===== config.mk =====
export PLATFORM = sky130hd
export DESIGN_NAME = coproc_xfer
export DESIGN_NICKNAME = d
export VERILOG_FILES = /design/src/verilog/coproc_xfer_pkg.sv /design/src/verilog/cycle_type_enc.sv /design/src/verilog/coproc_xfer.sv
export SDC_FILE = /design/constraint.sdc
export NUM_CORES = 1
export LEC_CHECK = 0
export BUFFER_PORTS_ARGS = -buffer_cell sky130_fd_sc_hd__clkbuf_2
export CORE_UTILIZATION = 30
export CTS_BUF_LIST = sky130_fd_sc_hd__clkbuf_4 sky130_fd_sc_hd__clkbuf_8
export CTS_CLUSTER_DIAMETER = 150
export CTS_CLUSTER_SIZE = 10
export DETAILED_ROUTE_END_ITERATION = 8
export PLACE_DENSITY = 0.63
export SLEW_MARGIN = 40
export SYNTH_ARGS = -nofsm -noshare
export SYNTH_HDL_FRONTEND = slang
export SYNTH_SLANG_ARGS = --single-unit

===== constraint.sdc =====
create_clock -name core_clk -period 2.3 [get_ports core_clk]
set_input_delay 0.23 -clock core_clk [delete_from_list [all_inputs] [get_ports core_clk]]
set_output_delay 0.23 -clock core_clk [all_outputs]
set_load 0.005 [all_outputs]

===== src/verilog/coproc_xfer_pkg.sv =====
// Constants for the coprocessor register transfer sequencer.
// Assumes a single core clock; the decoder presents one instruction at a time.
// Notes on behaviour
// - Transfer happens only when condition is true.
// - Coprocessor number picks the addressed coprocessor.
// - Opcode, info and register fields pass through.
// - Load to PC copies bits 31-28 to flags.
// - Load to PC changes nothing else.
// - Store from PC sends instruction address plus 12.
// - Load takes 1S, (b+1)I, 1C cycles.
// - Store takes 1S, bI, 1C cycles.
// - Direction bit one loads, zero stores.
// - True undefined instruction enters the undefined trap.
// - Undefined trap takes 2S, 1I, 1N cycles.
// - Coprocessor cycle drives request-n and burst high.
package coproc_xfer_pkg;
   localparam int          WORD_W      = 32;
   localparam int          FLAG_HI     = 31;
   localparam int          FLAG_LO     = 28;
   localparam logic [3:0]  PC_REG_NUM  = 4'hf;
   localparam logic [31:0] PC_STORE_OFS = 32'h0000_000c;
   localparam logic [1:0]  CYC_N       = 2'h0;
   localparam logic [1:0]  CYC_S       = 2'h1;
   localparam logic [1:0]  CYC_I       = 2'h2;
   localparam logic [1:0]  CYC_C       = 2'h3;
   typedef enum logic [2:0] {
      ST_IDLE, ST_FETCH, ST_WAIT, ST_XFER, ST_TRAP_S, ST_TRAP_I, ST_TRAP_N,
      ST_LOAD_I
   } seq_state_t;
endpackage : coproc_xfer_pkg


===== src/verilog/cycle_type_enc.sv =====
// Encodes a cycle type onto the request-n and burst lines.
// Assumes the caller registers the outputs.
`timescale 1ns/1ps
module cycle_type_enc (
   input  wire logic [1:0] cyc_type,
   output logic            req_n,
   output logic            burst
);
   assign req_n = cyc_type[1];
   assign burst = cyc_type[0];
endmodule : cycle_type_enc


===== src/verilog/coproc_xfer.sv =====
// Sequencer for register moves to and from a coprocessor, and the
// undefined-instruction trap. Instruction fields arrive already decoded;
// the condition result comes from the flag logic elsewhere in the core.
`timescale 1ns/1ps
module coproc_xfer (
   input  wire logic        core_clk,
   input  wire logic        nrst,
   input  wire logic        instr_valid,
   input  wire logic        cond_pass,
   input  wire logic        is_undef,
   input  wire logic        load_dir,
   input  wire logic [3:0]  coproc_number,
   input  wire logic [3:0]  core_reg_num,
   input  wire logic [31:0] core_reg_val,
   input  wire logic [31:0] instr_addr,
   input  wire logic        coproc_absent,
   input  wire logic        coproc_busy,
   input  wire logic [31:0] data_in,
   output logic             instr_done,
   output logic             mem_request_n,
   output logic             burst_indicator,
   output logic [3:0]       sel_coproc,
   output logic [31:0]      data_out,
   output logic             data_oe,
   output logic             reg_we,
   output logic [3:0]       reg_wnum,
   output logic [31:0]      reg_wdata,
   output logic             flags_we,
   output logic [3:0]       flags_nzcv,
   output logic             undef_trap
);
   ////////////////////////////////////////////////////////////////////////
   coproc_xfer_pkg::seq_state_t state_q;
   logic        load_q;
   logic [3:0]  rnum_q;
   logic [31:0] wdata_q;
   logic [1:0]  cyc_d;
   logic        req_n_d;
   logic        burst_d;

   cycle_type_enc u_enc (
      .cyc_type (cyc_d),
      .req_n    (req_n_d),
      .burst    (burst_d)
   );

   // Cycle type for each state. Waiting on busy is an internal cycle.
   always_comb begin
      case (state_q)
         coproc_xfer_pkg::ST_FETCH:  cyc_d = coproc_xfer_pkg::CYC_S;
         coproc_xfer_pkg::ST_XFER:   cyc_d = coproc_xfer_pkg::CYC_C;
         coproc_xfer_pkg::ST_TRAP_S: cyc_d = coproc_xfer_pkg::CYC_S;
         coproc_xfer_pkg::ST_TRAP_N: cyc_d = coproc_xfer_pkg::CYC_N;
         default:   cyc_d = coproc_xfer_pkg::CYC_I;
      endcase
   end

   ////////////////////////////////////////////////////////////////////////
   // Sequencing. Fetch is the S cycle; then the coprocessor answers.
   // A load spends one extra internal cycle before the coprocessor cycle.
   logic trap_s2_q;
   always_ff @(posedge core_clk) begin
      if (!nrst) begin
         state_q   <= coproc_xfer_pkg::ST_IDLE;
         trap_s2_q <= 1'b0;
      end else begin
         case (state_q)
            coproc_xfer_pkg::ST_IDLE: begin
               if (instr_valid && cond_pass)
                  state_q <= coproc_xfer_pkg::ST_FETCH;
            end
            coproc_xfer_pkg::ST_FETCH: begin
               if (is_undef || coproc_absent) begin
                  state_q   <= coproc_xfer_pkg::ST_TRAP_S;
                  trap_s2_q <= 1'b0;
               end else if (coproc_busy)
                  state_q <= coproc_xfer_pkg::ST_WAIT;
               else
                  state_q <= load_q ? coproc_xfer_pkg::ST_LOAD_I
                                    : coproc_xfer_pkg::ST_XFER;
            end
            coproc_xfer_pkg::ST_WAIT: begin
               if (coproc_absent)
                  state_q <= coproc_xfer_pkg::ST_TRAP_S;
               else if (!coproc_busy)
                  state_q <= load_q ? coproc_xfer_pkg::ST_LOAD_I
                                    : coproc_xfer_pkg::ST_XFER;
            end
            coproc_xfer_pkg::ST_LOAD_I: begin
               state_q <= coproc_xfer_pkg::ST_XFER;
            end
            coproc_xfer_pkg::ST_XFER: begin
               state_q <= coproc_xfer_pkg::ST_IDLE;
            end
            // The pair flag is cleared on the way out, so a trap entered
            // from the busy wait also gets both of its S cycles.
            coproc_xfer_pkg::ST_TRAP_S: begin
               if (trap_s2_q) begin
                  state_q   <= coproc_xfer_pkg::ST_TRAP_I;
                  trap_s2_q <= 1'b0;
               end else begin
                  trap_s2_q <= 1'b1;
               end
            end
            coproc_xfer_pkg::ST_TRAP_I: begin
               state_q <= coproc_xfer_pkg::ST_TRAP_N;
            end
            default: begin
               state_q <= coproc_xfer_pkg::ST_IDLE;
            end
         endcase
      end
   end

   ////////////////////////////////////////////////////////////////////////
   // Latch the instruction. Opcode and coprocessor register fields are
   // not seen here; they travel to the coprocessor with the fetch.
   always_ff @(posedge core_clk) begin
      if (!nrst) begin
         load_q     <= 1'b0;
         rnum_q     <= 4'h0;
         wdata_q    <= 32'h0000_0000;
         sel_coproc <= 4'h0;
      end else if (state_q == coproc_xfer_pkg::ST_IDLE && instr_valid
                   && cond_pass) begin
         load_q     <= load_dir;
         rnum_q     <= core_reg_num;
         sel_coproc <= coproc_number;
         if (core_reg_num == coproc_xfer_pkg::PC_REG_NUM)
            wdata_q <= instr_addr + coproc_xfer_pkg::PC_STORE_OFS;
         else
            wdata_q <= core_reg_val;
      end
   end

   ////////////////////////////////////////////////////////////////////////
   // Registered outputs.
   always_ff @(posedge core_clk) begin
      if (!nrst) begin
         mem_request_n   <= 1'b1;
         burst_indicator <= 1'b0;
         data_out        <= 32'h0000_0000;
         data_oe         <= 1'b0;
      end else begin
         mem_request_n   <= req_n_d;
         burst_indicator <= burst_d;
         data_out        <= wdata_q;
         data_oe         <= (state_q == coproc_xfer_pkg::ST_XFER) && !load_q;
      end
   end

   logic xfer_ld;
   assign xfer_ld = (state_q == coproc_xfer_pkg::ST_XFER) && load_q;

   always_ff @(posedge core_clk) begin
      if (!nrst) begin
         reg_we     <= 1'b0;
         reg_wnum   <= 4'h0;
         reg_wdata  <= 32'h0000_0000;
         flags_we   <= 1'b0;
         flags_nzcv <= 4'h0;
         instr_done <= 1'b0;
         undef_trap <= 1'b0;
      end else begin
         // Loads to the PC only touch the flags.
         reg_we     <= xfer_ld && rnum_q != coproc_xfer_pkg::PC_REG_NUM;
         reg_wnum   <= rnum_q;
         reg_wdata  <= data_in;
         flags_we   <= xfer_ld && rnum_q == coproc_xfer_pkg::PC_REG_NUM;
         flags_nzcv <= data_in[coproc_xfer_pkg::FLAG_HI:
                               coproc_xfer_pkg::FLAG_LO];
         instr_done <= state_q == coproc_xfer_pkg::ST_XFER ||
                       state_q == coproc_xfer_pkg::ST_TRAP_N ||
                       (state_q == coproc_xfer_pkg::ST_IDLE && instr_valid
                        && !cond_pass);
         undef_trap <= state_q == coproc_xfer_pkg::ST_TRAP_N;
      end
   end
endmodule : coproc_xfer


## Word-level counts from Yosys, hierarchy flattened

Index checks and enable logic that the tools add are counted.

| cells by class | value |
|---|---|
| add/subtract/negate cells | 1 |
| equality and inequality tests | 14 |
| mux-type cells | 13 |
| reduce and logical (&&, ||, !) cells | 18 |

Operators with widths:

| operator | number |
|---|---|
| 32-bit by 4-bit adder with 32-bit output, second input constant | 1 |
| 32-bit 2-to-1 mux | 1 |
| 3-bit 2-to-1 mux | 7 |
| 3-bit case mux with 6 select lines | 1 |
| 3-bit == test, second input constant | 4 |
| 4-bit == test, second input constant | 2 |
| 1-bit logical AND | 8 |
| 3-bit by 2-bit == test with 1-bit output, second input constant | 2 |
| 2-bit != test, second input constant | 3 |
| 2-bit case mux with 3 select lines | 1 |
| 4-bit != test, second input constant | 1 |
| 3-bit by 1-bit == test with 1-bit output, second input constant | 1 |
| 3-bit zero test | 1 |
| 1-bit logical OR | 3 |
| 3-bit != test, second input constant | 1 |
| 3-bit AND reduction | 1 |
| 1-bit zero test | 2 |
| 1-bit 2-to-1 mux | 2 |
| 1-bit case mux with 2 select lines | 1 |
| 2-bit AND reduction | 1 |
| 2-bit nonzero test | 1 |
| 2-bit OR reduction | 1 |

| storage, ports and cells | value |
|---|---|
| flip-flop bits (word level) | 124 |
| bits of input ports | 112 |
| output and inout port bits | 83 |
| logic and storage cells | 63 |

## Longest topological paths before layout

| depth | value |
|---|---|
| word-level depth | 4 |
| mapped depth | 8 |

## Cells and area by module

A second synthesis with hierarchy kept.

| second synthesis, totals | value |
|---|---|
| cell total of the unflattened synthesis | 501 |
| area total of the unflattened synthesis | 4695.8 um2 |

Modules (own cells, without submodules):

| module | instances | cells each | area an instance (um2) |
|---|---|---|---|
| coproc_xfer | 1 | 499 | 4680.7 |
| cycle_type_enc | 1 | 2 | 15.0 |

## Worst setup path before layout

No wires, ideal clock.

| timing path | value |
|---|---|
| path kind | register -> register |
| start point | register state_q[1] |
| end point | register wdata_q[15] |
| arrival time | 1492 ps |
| data required time | 2175 ps |
| slack | 683 ps |
| cell stages (with the launch flop) | 9 |
| buffers on the path | 3 |
| clock period less this slack | 1617 ps |
| cells stage by stage | dfxtp_1 clkbuf_1 nor2_1 nand3_1 buf_2 buf_1 nor2_1 a21oi_1 o21ai_0 |

| on the way | value |
|---|---|
| cells in the longest elaborated chain, start to end | 3 |

RTL lines:

| what | RTL line | text |
|---|---|---|
| start: declaration | coproc_xfer.sv:33 | `coproc_xfer_pkg::seq_state_t state_q;` |
| start signal: assignment | coproc_xfer.sv:64 | `state_q <= coproc_xfer_pkg::ST_IDLE;` |
| start signal: assignment | coproc_xfer.sv:70 | `state_q <= coproc_xfer_pkg::ST_FETCH;` |
| start signal: assignment | coproc_xfer.sv:74 | `state_q <= coproc_xfer_pkg::ST_TRAP_S;` |
| 3-bit zero test | coproc_xfer.sv:124 | `end else if (state_q == coproc_xfer_pkg::ST_IDLE && instr_valid` |
| 1-bit logical AND | coproc_xfer.sv:124 |  |
| 1-bit logical AND | coproc_xfer.sv:125 | `&& cond_pass) begin` |
| end signal: assignment | coproc_xfer.sv:130 | `wdata_q <= instr_addr + coproc_xfer_pkg::PC_STORE_OFS;` |
| end signal: assignment | coproc_xfer.sv:132 | `wdata_q <= core_reg_val;` |
| end: declaration | coproc_xfer.sv:36 | `logic [31:0] wdata_q;` |

Every way passes these cells.
A chain may end at the register's enable or synchronous reset.

## Worst setup path after layout

| timing path | value |
|---|---|
| start point | register state_q[0] |
| end point | register wdata_q[11] |

Same word-level chain as after synthesis.

==> results.toml <==
[synthesis]
ys_ff_latch = 120
synth_area_um2 = 4790
synth_async_sr_flop_share = 0
syn-num-nets = 627
yosysWarningCount = 0
yosysUniqueCellTypes = 47
yosys_most_used_dff = "dfxtp_1"
yosysTopAreaCell = "dfxtp_1"
synth_enable_flop_cells = 0
synth_top_area_share = 0.502
yosys-top-cells-area = "dfxtp_1 50%, and2_1 8.9%, nand2_1 6.2%"
avgSynthCellArea_um2 = 9.31
synthCells = 514
ys_seq_area_frac = 0.502

[final_layout]
num-fill-cells = 1556
areaGrowthSynthToFinish_pct = 41.2
antenna_cells = 0
instances_no_fill = 964
drive_gt1_frac = 0.344
final_nets = 853

[worst_setup_path]
crit_type = "reg -> reg"
cp_max_fo = 14
endpoint_kind = "flip-flop"
reg2reg_setup_slack_ps = 650
r2r-end = "wdata_q[11]"
critical_path.slowest_cell = "and3_2"
worst_ep_arrival_time_ps = 2000
cp-start-kind = "flip-flop"
regToRegStartpoint = "state_q[0]"
required_ps = 2660
path_cells = "nor2_1 > and3_2 > buf_4 > o211ai_1 > o21ai_0"
reg2reg_depth = 5
cpPeakStageDelay_ps = 460

[run]
cap_violations = 0

[detailed_routing]
wl_per_cell_um = 13.3
drc = 0
ant_nets = 0
drt_iter0_markers = 170
vias_per_cell = 4.40
vias = 4240
firstDrtPassIters = 4
postRouteWirelength_um = 12800

[place]
dp_cells = 895
dp_hpwl_um = 8610
port_buffers = 194
gp_congestion = 0.805

[min_path]
min_path_cells = 3
min_to = "rnum_q[2]"
hold_path.startpoint = "core_reg_num[2]"
hold_class = "in -> reg"

[global_routing]
antenna_found_initial = 0
grt_pass1_vias = 4168
grt_max_degree = 45
grt_pass1_wl_um = 20600
grt_util_all_layers = 0.163
gr-total-overflow = 0

[power]
p_leak_nw = 3.11
power-per-cell-area_nw_per_um2 = 753
vdd_ir_drop_max_uv = 336

[cts]
cts_resized = 0
clkSinkCount = 120
cts_buffers = 17
root_buffer = "clkbuf_8"
cts_buffer_depth = 2
cts.htree.levels = 4
cts_tree = "built"
clk_latency_ps = 430
post_cts_buffers = 0
clkSlewWorstSetupHoldPaths_ps = 80

[sta]
fmax_mhz = 607
finalSetupViolCount = 0
slew-limit-headroom = 0.620
rsz0062_at_grt = "no"
hold_viol = 0
post-route-period-util = 0.716
skew_ps = 11.7
slew_violations = 0
fin_tns_setup_ps = 0
tightest_slew_ps = 570
finalCriticalPeriod_ps = 1650

[floorplan]
dieHeight_um = 128
dieArea_um2 = 16500
row_count = 45
io_pins = 195
start_util = 0.311
die_x_um = 128
coreArea_um2 = 15400

[outcome]
status = "complete, no violations"
[power breakdown]
group / internal (mW) / switching, mW / leakage [nW] / total (mW)
clock network: 1.17 / 0.863 / 0.215 / 2.03
registers: 2.23 / 0.0692 / 0.983 / 2.30
logic: 0.376 / 0.380 / 1.91 / 0.756
[metal layers]
metal  track usage  up-vias  wire (µm)
met3        0.0534       14        799
met2         0.268      146       5930
met5             0        -          0
met4        0.0588        0        144
li1              -     2168          -
met1         0.199     1912       5920
[flip-flops by register name, indices dropped and copies added (netlist names)]
register,cells
burst_indicator,1
data_oe,1
data_out,32
flags_we,1
instr_done,1
load_q,1
mem_request_n,1
reg_wdata,32
reg_we,1
reg_wnum,4
rnum_q,4
sel_coproc,4
state_q,3
trap_s2_q,1
undef_trap,1
wdata_q,32
[through the flow]
| stage | worst slack (ps) | hold WS (ps) | total power, mW | utilization | area [µm²] |
|---|---|---|---|---|---|
| final | 654 | 58.9 | 5.09 | 0.440 | 6760 |
| after detailed placement | 279 | 440 | 3.06 | 0.388 | 5960 |
| after global routing | 461 | 26.7 | 5.39 | 0.440 | 6760 |
| after floorplan | 683 | 357 | 2.73 | - | 4790 |
| after CTS | 617 | 11.5 | 5.19 | 0.440 | 6760 |
| after global placement | 305 | 435 | 3.06 | 0.388 | 5960 |
[area by class of cell]
cell class / instances / area [µm²] / share of cell area
clock inverters: 11 / 146 / 0.0217
multi-input cells: 348 / 2160 / 0.320
repair buffers: 244 / 1470 / 0.217
inverters: 9 / 33.8 / 0.00500
clock buffers: 21 / 283 / 0.0418
well taps: 211 / 264 / 0.0391
flip-flops and latches: 120 / 2400 / 0.355
[worst max path at each step]
stage | startpoint | endpoint | slack (ps) | cells past startpoint
final | state_q[0] | wdata_q[11] | 650 | 5
after global routing | state_q[0] | wdata_q[13] | 460 | 5
after CTS | state_q[0] | wdata_q[11] | 620 | 5
after detailed placement | instr_addr[2] | wdata_q[22] | 280 | 8
after global placement | instr_addr[2] | wdata_q[22] | 310 | 8
after floorplan | state_q[1] | wdata_q[15] | 680 | 8
[kinds of logic (layout without fill, tap and decap cells)]
group	after synthesis	after routing	synth area share
adders and majority gates	1	1	0.00261
DFF	120	120	0.502
xor gates and xnor gates	28	28	0.0512
muxes	2	2	0.00418
AOI/OAI and AO/OA	70	70	0.113
buffers and inverters	46	285	0.0473
and+or+nand+nor	247	247	0.279
[worst max-delay path: cells and delay by family, from the launching register on]
kind	cells	cell delay, ps
and+or+nand+nor	2	610
DFF	1	420
AOI/OAI and AO/OA	2	280
buffers and inverters	1	250
[cell usage in the layout, fill, tap and decap left out, types with 9 or more instances in the layout]
cell type	synthesis	routed
a21boi_0	11	11
and2_1	68	68
buf_4	4	12
clkbuf_2	0	193
clkbuf_8	0	20
dfxtp_1	120	120
dlygate4sd3_1	0	37
inv_1	9	9
nand2_1	79	79
nand3_1	31	30
nor2_1	24	24
o21ai_0	11	11
o2bb2ai_1	19	19
xnor2_1	20	20
[repair_timing]
action | CTS | global route
setup endpoints to repair | 0 | 0
hold buffers | 37 | 0
endpoints found under the hold margin | 37 | 0
[synth_stat cells (all sizes together), types with 2 or more instances]
cell / n
inv: 9
a21o: 2
clkbuf: 20
nor4: 2
o211ai: 8
buf: 17
and2: 69
nor2b: 8
nand3: 33
a211oi: 2
o21ai: 11
a21oi: 5
xnor2: 20
dfxtp: 120
nand2: 79
nand4: 6
nor3: 10
o211a: 6
xor2: 8
nor2: 24
and4: 4
and3: 4
mux2i: 2
o2bb2ai: 21
or4: 2
o31ai: 2
a21boi: 11
No activity file was read; power rests on OpenSTA's default activity.
